`src/core/dcwd_pkg.sv`:
```
// constants and types of the drive control word decoder
// How it works
// - only 32-bit register accesses; 16-bit rejected
// - two adjacent 32-bit control registers
// - writes need free Modbus access channel
// - decode writes at 6922 and 6924
// - commands fire on rising edges, immediately
// - bit 10 rising starts quick stop
// - bit 11 rising starts fault reset
// - disable bit 8 beats enable bit 9
// - quick stop beats fault reset
// - halt bit 13 beats bits 14, 15
// - all-zero drive word disables power stage
// - silently drop requests illegal in state
// - mode data taken only on toggle bit
// - all-zero mode byte skips reference data
package dcwd_pkg;
	// register addresses, as Modbus register numbers
	localparam logic [15:0] DCWD_ADDR_CMD = 16'h1b0a;
	localparam logic [15:0] DCWD_ADDR_REF = 16'h1b0c;
	localparam int DCWD_ADDR_W = 16;
	localparam int DCWD_DATA_W = 32;
	localparam int DCWD_CMD_W = 16;
	// reset value of the held previous command
	localparam logic [15:0] DCWD_PREV_RESET = 16'h0000;
	localparam logic [31:0] DCWD_WORD_RESET = 32'h0000_0000;
	// fields of the command register
	localparam int DCWD_CMD_LSB = 0;
	localparam int DCWD_REF16_LSB = 16;
	localparam int DCWD_DRV_LSB = 8;
	localparam int DCWD_MODE_LSB = 0;
	localparam int DCWD_MODE_SEL_LSB = 0;
	localparam int DCWD_MODE_SEL_W = 4;
	localparam int DCWD_ACTION_LSB = 4;
	localparam int DCWD_ACTION_W = 3;
	// drive control bits inside drive_mode_command
	localparam int DCWD_BIT_OFF = 8;
	localparam int DCWD_BIT_ON = 9;
	localparam int DCWD_BIT_DECEL = 10;
	localparam int DCWD_BIT_ERRCLR = 11;
	localparam int DCWD_BIT_PAUSE = 13;
	localparam int DCWD_BIT_PCLR = 14;
	localparam int DCWD_BIT_PRES = 15;
	// mode toggle bit inside the mode selector byte
	localparam int DCWD_BIT_TOGGLE = 7;
	// drive state codes seen from the state machine
	localparam logic [3:0] DCWD_ST_READY = 4'h4;
	localparam logic [3:0] DCWD_ST_SWITCHED_ON = 4'h5;
	localparam logic [3:0] DCWD_ST_RUNNING = 4'h6;
	localparam logic [3:0] DCWD_ST_FAULT = 4'h9;
	// answer of one register access
	typedef enum logic [1:0] {
		DCWD_RESP_NONE = 2'b00,
		DCWD_RESP_ACK = 2'b01,
		DCWD_RESP_ERR = 2'b10
	} dcwd_resp_e;
	// command kinds for the state check
	typedef enum logic [2:0] {
		DCWD_CMD_ON = 3'b000,
		DCWD_CMD_DECEL = 3'b001,
		DCWD_CMD_ERRCLR = 3'b010,
		DCWD_CMD_PAUSE = 3'b011,
		DCWD_CMD_OTHER = 3'b100
	} dcwd_cmd_e;
endpackage

```
`src/core/dcwd_top.sv`:
```
// drive control word decoder: register writes into state machine commands
`timescale 1ns/1ps
`default_nettype none
module dcwd_top
	import dcwd_pkg::*;
(
	input wire logic mclk_i,
	input wire logic reset_i,
	input wire logic wr_valid_i,
	input wire logic [DCWD_ADDR_W-1:0] wr_addr_i,
	input wire logic [DCWD_DATA_W-1:0] wr_data_i,
	input wire logic wr_size32_i,
	input wire logic channel_modbus_i,
	input wire logic channel_blocked_i,
	input wire logic [3:0] drive_state_i,
	output logic resp_ack_o,
	output logic resp_err_o,
	output logic power_off_request_o,
	output logic power_on_request_o,
	output logic emergency_decel_request_o,
	output logic error_clear_request_o,
	output logic pause_request_o,
	output logic pause_clear_request_o,
	output logic pause_resume_request_o,
	output logic mode_start_o,
	output logic [DCWD_MODE_SEL_W-1:0] mode_select_o,
	output logic [DCWD_ACTION_W-1:0] mode_action_o,
	output logic [15:0] ref16_o,
	output logic [31:0] ref32_o
);
	// whether the drive state can execute a command
	function automatic logic cmd_allowed(input dcwd_cmd_e cmd, input logic [3:0] st);
		logic ok;
		ok = 1'b1;
		case (cmd)
			DCWD_CMD_ON: ok = (st == DCWD_ST_READY) || (st == DCWD_ST_SWITCHED_ON);
			DCWD_CMD_DECEL: ok = (st == DCWD_ST_SWITCHED_ON) || (st == DCWD_ST_RUNNING);
			DCWD_CMD_ERRCLR: ok = (st == DCWD_ST_FAULT);
			DCWD_CMD_PAUSE: ok = (st == DCWD_ST_RUNNING);
			default: ok = 1'b1;
		endcase
		return ok;
	endfunction

	logic [DCWD_CMD_W-1:0] cmd_word;
	logic [7:0] mode_byte;
	logic addr_ok;
	logic chan_ok;
	logic acc_cmd;
	logic acc_ref;
	logic [DCWD_CMD_W-1:0] rise;
	logic [DCWD_CMD_W-1:0] tog;
	dcwd_resp_e resp;
	dcwd_resp_e next_resp;

	// fields of the incoming word
	assign cmd_word = wr_data_i[DCWD_CMD_LSB +: DCWD_CMD_W];
	assign mode_byte = cmd_word[DCWD_MODE_LSB +: 8];
	assign addr_ok = (wr_addr_i == DCWD_ADDR_CMD) || (wr_addr_i == DCWD_ADDR_REF);
	assign chan_ok = channel_modbus_i && !channel_blocked_i;
	// a write is taken only if wide, mapped and permitted
	assign acc_cmd = wr_valid_i && wr_size32_i && chan_ok && (wr_addr_i == DCWD_ADDR_CMD);
	assign acc_ref = wr_valid_i && wr_size32_i && chan_ok && (wr_addr_i == DCWD_ADDR_REF);

	// previous command held between writes
	dcwd_edge u_edge (
		.mclk_i(mclk_i),
		.reset_i(reset_i),
		.load_i(acc_cmd),
		.data_i(cmd_word),
		.rise_o(rise),
		.toggle_o(tog)
	);

	// answer of the access
	always_comb begin
		next_resp = DCWD_RESP_NONE;
		if (wr_valid_i) begin
			if (!wr_size32_i || !addr_ok || !chan_ok) begin
				next_resp = DCWD_RESP_ERR;
			end else begin
				next_resp = DCWD_RESP_ACK;
			end
		end
	end

	always_ff @(posedge mclk_i or posedge reset_i) begin
		if (reset_i) begin
			resp <= DCWD_RESP_NONE;
		end else begin
			resp <= next_resp;
		end
	end

	assign resp_ack_o = (resp == DCWD_RESP_ACK);
	assign resp_err_o = (resp == DCWD_RESP_ERR);

	// state machine command pulses
	logic next_off;
	logic next_on;
	logic next_decel;
	logic next_errclr;
	logic next_pause;
	logic next_pclr;
	logic next_pres;
	logic drv_zero;

	assign drv_zero = (cmd_word[DCWD_DRV_LSB +: 8] == 8'h00);

	always_comb begin
		next_off = 1'b0;
		next_on = 1'b0;
		next_decel = 1'b0;
		next_errclr = 1'b0;
		next_pause = 1'b0;
		next_pclr = 1'b0;
		next_pres = 1'b0;
		if (acc_cmd) begin
			// disable on its edge or on an all-zero drive word
			next_off = rise[DCWD_BIT_OFF] || drv_zero;
			// enable loses against a set disable bit
			next_on = rise[DCWD_BIT_ON] && !cmd_word[DCWD_BIT_OFF]
				&& cmd_allowed(DCWD_CMD_ON, drive_state_i);
			next_decel = rise[DCWD_BIT_DECEL]
				&& cmd_allowed(DCWD_CMD_DECEL, drive_state_i);
			// fault reset loses against a set quick stop bit
			next_errclr = rise[DCWD_BIT_ERRCLR] && !cmd_word[DCWD_BIT_DECEL]
				&& cmd_allowed(DCWD_CMD_ERRCLR, drive_state_i);
			next_pause = rise[DCWD_BIT_PAUSE]
				&& cmd_allowed(DCWD_CMD_PAUSE, drive_state_i);
			// halt bit suppresses clear and resume
			next_pclr = rise[DCWD_BIT_PCLR] && !cmd_word[DCWD_BIT_PAUSE]
				&& cmd_allowed(DCWD_CMD_PAUSE, drive_state_i);
			next_pres = rise[DCWD_BIT_PRES] && !cmd_word[DCWD_BIT_PAUSE]
				&& cmd_allowed(DCWD_CMD_PAUSE, drive_state_i);
		end
	end

	always_ff @(posedge mclk_i or posedge reset_i) begin
		if (reset_i) begin
			power_off_request_o <= 1'b0;
			power_on_request_o <= 1'b0;
			emergency_decel_request_o <= 1'b0;
			error_clear_request_o <= 1'b0;
			pause_request_o <= 1'b0;
			pause_clear_request_o <= 1'b0;
			pause_resume_request_o <= 1'b0;
		end else begin
			power_off_request_o <= next_off;
			power_on_request_o <= next_on;
			emergency_decel_request_o <= next_decel;
			error_clear_request_o <= next_errclr;
			pause_request_o <= next_pause;
			pause_clear_request_o <= next_pclr;
			pause_resume_request_o <= next_pres;
		end
	end

	// operating mode data and references
	logic next_mode_start;
	logic [DCWD_MODE_SEL_W-1:0] next_mode_select;
	logic [DCWD_ACTION_W-1:0] next_mode_action;
	logic [15:0] next_ref16;
	logic [31:0] next_ref32;
	logic [31:0] ref32_stage;
	logic [31:0] next_ref32_stage;

	always_comb begin
		next_mode_start = 1'b0;
		next_mode_select = mode_select_o;
		next_mode_action = mode_action_o;
		next_ref16 = ref16_o;
		next_ref32 = ref32_o;
		next_ref32_stage = ref32_stage;
		if (acc_ref) begin
			next_ref32_stage = wr_data_i; // staged until the toggle
		end
		// zero mode byte skips the data, toggle releases it
		if (acc_cmd && (mode_byte != 8'h00) && tog[DCWD_BIT_TOGGLE]) begin
			next_mode_start = 1'b1;
			next_mode_select = mode_byte[DCWD_MODE_SEL_LSB +: DCWD_MODE_SEL_W];
			next_mode_action = mode_byte[DCWD_ACTION_LSB +: DCWD_ACTION_W];
			next_ref16 = wr_data_i[DCWD_REF16_LSB +: 16];
			next_ref32 = ref32_stage;
		end
	end

	always_ff @(posedge mclk_i or posedge reset_i) begin
		if (reset_i) begin
			mode_start_o <= 1'b0;
			mode_select_o <= '0;
			mode_action_o <= '0;
			ref16_o <= '0;
			ref32_o <= DCWD_WORD_RESET;
			ref32_stage <= DCWD_WORD_RESET;
		end else begin
			mode_start_o <= next_mode_start;
			mode_select_o <= next_mode_select;
			mode_action_o <= next_mode_action;
			ref16_o <= next_ref16;
			ref32_o <= next_ref32;
			ref32_stage <= next_ref32_stage;
		end
	end

	// narrow access refused with no command
	a_narrow_refused: assert property (@(posedge mclk_i) disable iff (reset_i)
		wr_valid_i && !wr_size32_i |=> resp_err_o && !power_off_request_o && !mode_start_o)
		else $error("16-bit access not refused");

	// blocked channel refused
	a_blocked_refused: assert property (@(posedge mclk_i) disable iff (reset_i)
		wr_valid_i && wr_size32_i && !chan_ok |=> resp_err_o && !power_off_request_o)
		else $error("write on unavailable channel taken");

	// mapped write acknowledged
	a_mapped_ack: assert property (@(posedge mclk_i) disable iff (reset_i)
		acc_cmd || acc_ref |=> resp_ack_o && !resp_err_o)
		else $error("mapped write not acknowledged");

	// decel only after its own edge
	a_decel_edge: assert property (@(posedge mclk_i) disable iff (reset_i)
		!(acc_cmd && rise[DCWD_BIT_DECEL]) |=> !emergency_decel_request_o)
		else $error("quick stop without rising edge");

	// enable never beside disable
	a_off_wins: assert property (@(posedge mclk_i) disable iff (reset_i)
		acc_cmd && cmd_word[DCWD_BIT_OFF] |=> !power_on_request_o)
		else $error("enable obeyed with disable set");

	// fault reset never beside quick stop bit
	a_decel_wins: assert property (@(posedge mclk_i) disable iff (reset_i)
		acc_cmd && cmd_word[DCWD_BIT_DECEL] |=> !error_clear_request_o)
		else $error("fault reset obeyed with quick stop set");

	// halt suppresses clear and resume
	a_pause_wins: assert property (@(posedge mclk_i) disable iff (reset_i)
		acc_cmd && cmd_word[DCWD_BIT_PAUSE] |=> !pause_clear_request_o && !pause_resume_request_o)
		else $error("halt precedence broken");

	// all-zero drive word disables
	a_zero_off: assert property (@(posedge mclk_i) disable iff (reset_i)
		acc_cmd && drv_zero |=> power_off_request_o)
		else $error("zero drive word did not disable");

	// quick stop dropped in ready state
	a_ready_drop: assert property (@(posedge mclk_i) disable iff (reset_i)
		acc_cmd && drive_state_i == DCWD_ST_READY |=> !emergency_decel_request_o)
		else $error("quick stop executed in ready state");

	// toggle releases the mode data
	a_toggle_start: assert property (@(posedge mclk_i) disable iff (reset_i)
		acc_cmd && mode_byte != 8'h00 && tog[DCWD_BIT_TOGGLE]
		|=> mode_start_o && mode_select_o == $past(mode_byte[3:0]))
		else $error("mode toggle not taken");

	// zero mode byte ignored
	a_mode_zero: assert property (@(posedge mclk_i) disable iff (reset_i)
		acc_cmd && mode_byte == 8'h00 |=> !mode_start_o && $stable(ref16_o))
		else $error("zero mode byte processed");

	// unmapped address refused
	a_unmapped_refused: assert property (@(posedge mclk_i) disable iff (reset_i)
		wr_valid_i && wr_size32_i && chan_ok && !addr_ok |=> resp_err_o && !resp_ack_o)
		else $error("unmapped write not refused");

	// no answer without a write
	a_resp_quiet: assert property (@(posedge mclk_i) disable iff (reset_i)
		!wr_valid_i |=> !resp_ack_o && !resp_err_o)
		else $error("answer without a write");

	// no command pulse without an accepted write
	a_idle_quiet: assert property (@(posedge mclk_i) disable iff (reset_i)
		!acc_cmd |=> !power_off_request_o && !power_on_request_o
			&& !emergency_decel_request_o && !error_clear_request_o && !pause_request_o
			&& !pause_clear_request_o && !pause_resume_request_o && !mode_start_o)
		else $error("command pulse without a write");

	// enable edge obeyed in ready or switched on
	a_on_fires: assert property (@(posedge mclk_i) disable iff (reset_i)
		acc_cmd && rise[DCWD_BIT_ON] && !cmd_word[DCWD_BIT_OFF]
			&& (drive_state_i == DCWD_ST_READY || drive_state_i == DCWD_ST_SWITCHED_ON)
		|=> power_on_request_o)
		else $error("enable edge not obeyed");

	// quick stop edge obeyed while running
	a_decel_fires: assert property (@(posedge mclk_i) disable iff (reset_i)
		acc_cmd && rise[DCWD_BIT_DECEL] && drive_state_i == DCWD_ST_RUNNING
		|=> emergency_decel_request_o)
		else $error("quick stop edge not obeyed");

	// fault reset edge obeyed in fault state
	a_errclr_fires: assert property (@(posedge mclk_i) disable iff (reset_i)
		acc_cmd && rise[DCWD_BIT_ERRCLR] && !cmd_word[DCWD_BIT_DECEL]
			&& drive_state_i == DCWD_ST_FAULT |=> error_clear_request_o)
		else $error("fault reset edge not obeyed");

	// fault reset dropped outside fault state
	a_errclr_dropped: assert property (@(posedge mclk_i) disable iff (reset_i)
		acc_cmd && drive_state_i != DCWD_ST_FAULT |=> !error_clear_request_o)
		else $error("fault reset executed outside fault state");

	// halt edge obeyed while running
	a_pause_fires: assert property (@(posedge mclk_i) disable iff (reset_i)
		acc_cmd && rise[DCWD_BIT_PAUSE] && drive_state_i == DCWD_ST_RUNNING
		|=> pause_request_o)
		else $error("halt edge not obeyed");

	// staged reference released with the toggle
	a_ref_staged: assert property (@(posedge mclk_i) disable iff (reset_i)
		acc_cmd && mode_byte != 8'h00 && tog[DCWD_BIT_TOGGLE]
		|=> ref32_o == $past(ref32_stage))
		else $error("staged reference not released");

	// no toggle, no new mode data
	a_no_toggle: assert property (@(posedge mclk_i) disable iff (reset_i)
		acc_cmd && !tog[DCWD_BIT_TOGGLE] |=> !mode_start_o && $stable(mode_select_o))
		else $error("mode data taken without toggle");
endmodule
`default_nettype wire

```
`src/core/dcwd_edge.sv`:
```
// held previous command word with rising-edge and toggle detection
`timescale 1ns/1ps
`default_nettype none
module dcwd_edge
	import dcwd_pkg::*;
(
	input wire logic mclk_i,
	input wire logic reset_i,
	input wire logic load_i,
	input wire logic [DCWD_CMD_W-1:0] data_i,
	output logic [DCWD_CMD_W-1:0] rise_o,
	output logic [DCWD_CMD_W-1:0] toggle_o
);
	logic [DCWD_CMD_W-1:0] prev;
	logic [DCWD_CMD_W-1:0] next_prev;

	// edges against the last accepted write
	assign rise_o = data_i & ~prev;
	assign toggle_o = data_i ^ prev;

	// previous value moves only on an accepted write
	always_comb begin
		next_prev = prev;
		if (load_i) begin
			next_prev = data_i;
		end
	end

	always_ff @(posedge mclk_i or posedge reset_i) begin
		if (reset_i) begin
			prev <= DCWD_PREV_RESET;
		end else begin
			prev <= next_prev;
		end
	end

	// previous value held across idle cycles
	a_prev_held: assert property (@(posedge mclk_i) disable iff (reset_i)
		!load_i |=> prev == $past(prev))
		else $error("previous command changed without a write");
endmodule
`default_nettype wire

```
`config.mk`:
```
export PLATFORM = sky130hd
export DESIGN_NAME = dcwd_top
export DESIGN_NICKNAME = d
export VERILOG_FILES = /design/src/core/dcwd_pkg.sv /design/src/core/dcwd_top.sv /design/src/core/dcwd_edge.sv
export SDC_FILE = /design/constraint.sdc
export NUM_CORES = 1
export LEC_CHECK = 0
export BUFFER_PORTS_ARGS = -buffer_cell sky130_fd_sc_hd__buf_2
export CORE_MARGIN = 8
export CORE_UTILIZATION = 40
export DETAILED_ROUTE_END_ITERATION = 7
export PLACE_DENSITY_LB_ADDON = 0.15
export RECOVER_POWER = 50
export SLEW_MARGIN = 20
export SYNTH_ARGS = -nofsm -noshare
export SYNTH_HDL_FRONTEND = slang
export SYNTH_SLANG_ARGS = --single-unit
```
`constraint.sdc`:
```
create_clock -name mclk_i -period 4.2 [get_ports mclk_i]
set_input_delay 0 -clock mclk_i [delete_from_list [all_inputs] [get_ports mclk_i]]
set_output_delay 0 -clock mclk_i [all_outputs]
set_load 0.01 [all_outputs]
```
-- After elaboration in Yosys (flattened, before gate mapping)
Cells that the tools add are included.
- register bits after elaboration: 113
- input bits: 58
- eq/ne operators: 8
- mux-type cells: 14
- bitwise gates (word level): 3
- reduce and logical (&&, ||, !) cells: 32
- operators with widths (cell ; count):
    == test 16 x 13 -> 1 bit (second input constant) ; 2
    logical AND 1 bit ; 17
    AND 16 bit ; 1
    inverter 16 bit ; 1
    == test 4 x 3 -> 1 bit (second input constant) ; 3
    2-to-1 mux 1 bit ; 12
    zero test 8 bit ; 1
    nonzero test 8 bit ; 1
    bitwise XOR 8 bit ; 1
    zero test 1 bit ; 7
    logical OR 1 bit ; 6
    == test 4 bit (second input constant) ; 1
    2-to-1 mux 2 bit ; 2
    == test 2 x 1 -> 1 bit (second input constant) ; 1
    == test 2 bit (second input constant) ; 1

-- Depth between registers and ports, before layout
- word-level depth: 7
- gate-level depth with buffers: 6
- depth with buffers taken out: 4

-- Hierarchy
A second synthesis with hierarchy kept.
- cell total of the unflattened synthesis: 318
- area total of the unflattened synthesis: 4764.6 um^2
- modules (own cells, without submodules) (module ; times used ; cells an instance ; area an instance (um^2)):
    dcwd_top ; 1 ; 235 ; 3791.1
    dcwd_edge ; 1 ; 83 ; 973.4

-- Worst setup path before layout
OpenSTA, ideal clock, no wires.
- path type: register to register
- start point: register u_edge.prev[7]
- end point: register mode_action_o[2]
- arrival time: 1.476 ns
- setup slack: 2.600 ns
- cell stages (with the launch flop): 6
- path buffers: 1
- clock period less this slack: 1.600 ns
- cells stage by stage: dfrtp_1 > nand2b_1 > a21oi_1 > o2111ai_2 > buf_2 > mux2_2
- longest elaborated chain between the ends: 2
- ends and longest elaborated chain (element ; line ; source):
    from (decl) ; dcwd_edge.sv:14 ; logic [DCWD_CMD_W-1:0] prev;
    from (signal assigned) ; dcwd_edge.sv:33 ; prev <= next_prev;
    bitwise XOR 8 bit ; dcwd_edge.sv:19 ; assign toggle_o = data_i ^ prev;
    logical AND 1 bit ; dcwd_top.sv:179 ; if (acc_cmd && (mode_byte != 8'h00) && tog[DCWD_BIT_TOGGLE]) begin
    to (signal assigned) ; dcwd_top.sv:199 ; mode_action_o <= next_mode_action;
    to (decl) ; dcwd_top.sv:27 ; output logic [DCWD_ACTION_W-1:0] mode_action_o,
No other way between the ends.
A chain may end at the register's enable or synchronous reset.

==> results.tsv <==
metric	value	unit
post-layout-total-power	0.00171	W
clock_latency	0.36	ns
violations_in_the_final_reports	capacitance limit, slew limit	
grt_pass1_vias	2953	
fillers	919	
num-nets-final	489	
drtPass1Iterations	4	
r2r_setup_slack	1.98	ns
most_common_library_cell_in_the_layout_ignoring_fill_and_taps	sky130_fd_sc_hd__dfrtp_1	
grt.total_usage	13.2	%
drc	0	
critical_path.startpoint_type	primary input	
netlist-cell-type-count	30	
worstReg2RegEnd	ref16_o[0]$_DFFE_PP0P_	
ratio_of_cells_with_drive_above_1_in_the_final_layout	39.4	%
grt_first_pass_wirelength	14.9	mm
post_drt_via_cell_ratio	4.70	
cpMaxStageDelayCell	sky130_fd_sc_hd__clkinvlp_2	
routedWlPerCell	15.5	um
clockRootBuffer	sky130_fd_sc_hd__clkbuf_8	
power.density_cell_area	317	mW/mm^2
cts_made_buffers	9	
place_congestion	0.736	
setup_repair_after_global_routing_missed_its_margin	no	
slew-limit-headroom	-54.3	%
max_slew.worst_pin.slew	2.30	ns
final_min_period_over_clock_period	67.9	%
synthToLayoutAreaGrowth	30.9	%
cts.htree.levels	3	
run_status	finished with violations	
regToRegStartpoint	u_edge.prev[7]$_DFFE_PP0P_	
start_util	40.5	%
syn-mean-instance-area	15.6	sq um
share_of_synthesized_area_occupied_by_flip_flops_and_latches	64.0	%
number_of_antenna_violations_at_the_first_check_in_global_routing	0	
via_count	2687	
cts-hold-fix-buffers	42	
worst_ep_arrival_time	3.13	ns
die_span_y	117	um
timing.hold.worst_path_depth	3	
max-cap-violations	1	
finalClockSkew	0.00500	ns
core_region_area	0.0101	sq mm
achievable-frequency	351	MHz
post-synth-top-area-cell	sky130_fd_sc_hd__dfrtp_1	
worst_path_largest_cell_delay	1.29	ns
slew_viol_final	55	
layout.cells.most_common_list	sky130_fd_sc_hd__dfrtp_1, sky130_fd_sc_hd__mux2_2, sky130_fd_sc_hd__clkbuf_1, sky130_fd_sc_hd__buf_2, sky130_fd_sc_hd__dlygate4sd3_1	
report.final.hold_viol_count	0	
tritoncts	built	
drtAntennaViolNets	0	
timing.critical_path.to_type	asynchronous set/reset pin	
dieArea	0.0138	sq mm
ir_worst_vdd	0.161	mV
post_route_setup_tns	0	ns
diodes	0	
multi_input_gate_area_in_the_final_layout	0.00142	sq mm
seq_area	0.00263	sq mm
maximum_number_of_pins_on_one_net_before_global_route_repair	55	
floorplan.io_pins	123	
routed_wl	8.86	mm
finalCriticalPeriod	2.85	ns
die_w	117	um
critPathKind	primary input to asynchronous set/reset pin	
grt_overflow_total	0	
synth_top_cell_area_share	64.0	%
ys.warnings.count	0	
reg2regPathDepth	5	
synth_top_cells_by_area	sky130_fd_sc_hd__dfrtp_1, sky130_fd_sc_hd__mux2_2, sky130_fd_sc_hd__nor4_1	
post_cts_buffers	0	
leakage_dissipation	2.69	nW
synth.cell_area	0.00411	sq mm
postCtsResizedCells	0	
cts_buffer_depth	2	
fp-row-count	37	
clock-sinks	105	
hpwl_after_dpl	6.14	mm
postSynthNetCount	321	
startpoint_of_the_most_critical_hold_path	wr_addr_i[1]	
final_util	53.0	%
synth-seq-cells	105	
path_cells	dlygate4sd3_1 -> buf_2 -> clkinvlp_2 -> clkbuf_2	
timing.hold.worst.class	primary input to register	
initialDrtViolationCount	90	
clkTransAtPathRegs	0.09	ns
postSynthCellCount	263	
cp.required	4.48	ns
crit_fanout	54	
min_to	resp[0]$_DFF_PP0_	
finalSetupViolations	0	
port_buffers	122	
[metrics by stage]
| stage | setup WS (ns) | instances | hold slack [ns] | area, sq um |
|---|---|---|---|---|
| 6_report | 1.35 | 572 | 0.0496 | 5380 |
| 5_1_grt | 0.758 | 572 | 0.0337 | 5380 |
| 3_5_place_dp | 1.83 | 514 | 0.141 | 4870 |
| 4_1_cts | 1.67 | 572 | 0.0209 | 5480 |
| 2_1_floorplan | 1.44 | 263 | 0.0693 | 4110 |
| 3_3_place_gp | 1.82 | 514 | 0.141 | 4870 |
[how the worst max path moves through the flow]
stage / start / to / slack [ns]
2_1_floorplan: reset_i / emergency_decel_request_o$_DFF_PP0_ / 1.44
6_report: reset_i / ref32_o[17]$_DFFE_PP0P_ / 1.35
3_3_place_gp: wr_addr_i[5] / ref32_stage[13]$_DFFE_PP0P_ / 1.82
4_1_cts: wr_data_i[3] / ref32_o[24]$_DFFE_PP0P_ / 1.67
5_1_grt: reset_i / ref16_o[3]$_DFFE_PP0P_ / 0.76
3_5_place_dp: wr_data_i[3] / ref32_o[24]$_DFFE_PP0P_ / 1.83
[cells in the mapped netlist]
cell type / count
sky130_fd_sc_hd__nor4b_1: 2
sky130_fd_sc_hd__nand2_1: 2
sky130_fd_sc_hd__inv_1: 2
sky130_fd_sc_hd__o31a_2: 1
sky130_fd_sc_hd__or3_1: 1
sky130_fd_sc_hd__or4b_2: 1
sky130_fd_sc_hd__xor2_1: 1
sky130_fd_sc_hd__nor2_1: 9
sky130_fd_sc_hd__and4_1: 1
sky130_fd_sc_hd__clkbuf_1: 1
sky130_fd_sc_hd__or2_4: 1
sky130_fd_sc_hd__nor3b_1: 1
sky130_fd_sc_hd__a21bo_2: 1
sky130_fd_sc_hd__nor4_1: 7
sky130_fd_sc_hd__nand2b_1: 3
sky130_fd_sc_hd__mux2_1: 1
sky130_fd_sc_hd__a21oi_1: 2
sky130_fd_sc_hd__nor3_1: 3
sky130_fd_sc_hd__xnor2_1: 1
sky130_fd_sc_hd__nor3_4: 1
sky130_fd_sc_hd__dfrtp_1: 105
sky130_fd_sc_hd__or4_4: 1
sky130_fd_sc_hd__nor2b_1: 5
sky130_fd_sc_hd__nand4bb_1: 2
sky130_fd_sc_hd__nand3_1: 1
sky130_fd_sc_hd__nand4b_1: 1
sky130_fd_sc_hd__buf_2: 8
sky130_fd_sc_hd__nand3b_1: 3
sky130_fd_sc_hd__mux2_2: 94
sky130_fd_sc_hd__o2111ai_2: 1
[flip-flops by register name (all words and copies together), names as in the netlist, 2 cells and up]
register       cells
ref32_o           32
mode_action_o      3
ref16_o           16
u_edge.prev        8
mode_select_o      4
resp               2
ref32_stage       32
[report_power, final]
| part | internal [W] | switching [W] | leakage (nW) |
|---|---|---|---|
| Sequential | 0.00101 | 0.000000193 | 1.47 |
| Clock | 0.000273 | 0.000325 | 0.0998 |
| Combinational | 0.0000497 | 0.0000471 | 1.12 |
[cells by family (layout without fill, tap and decap cells)]
family          Yosys count  after routing  share of synthesized area (%)
compound gates            5              5                           1.10
flops                   105            105                           64.0
mux                      95             95                           26.1
xor+xnor                  2              2                          0.427
buf+inv                  11            184                           1.25
simple gates             45             45                           7.19
[critical path, delay by kind of cell]
kind	cells	cell delay [ns]
buf+inv	4	3.06
[routing by layer]
| metal | GRT usage [%] | wire, um |
|---|---|---|
| met1 | 17.2 | 4290 |
| met2 | 19.3 | 3840 |
| met3 | 4.32 | 576 |
| met4 | 6.57 | 163 |
| met5 | 0 | 0 |
[area by class of cell]
cell class	count	area share (%)
Inverter	2	0.163
Multi-Input combinational cell	147	26.5
Timing Repair Buffer	166	17.9
Sequential cell	105	48.9
Tap cell	136	3.17
Clock inverter	6	1.09
Clock buffer	10	2.37
Note: power is estimated with default switching activity, not from simulation.
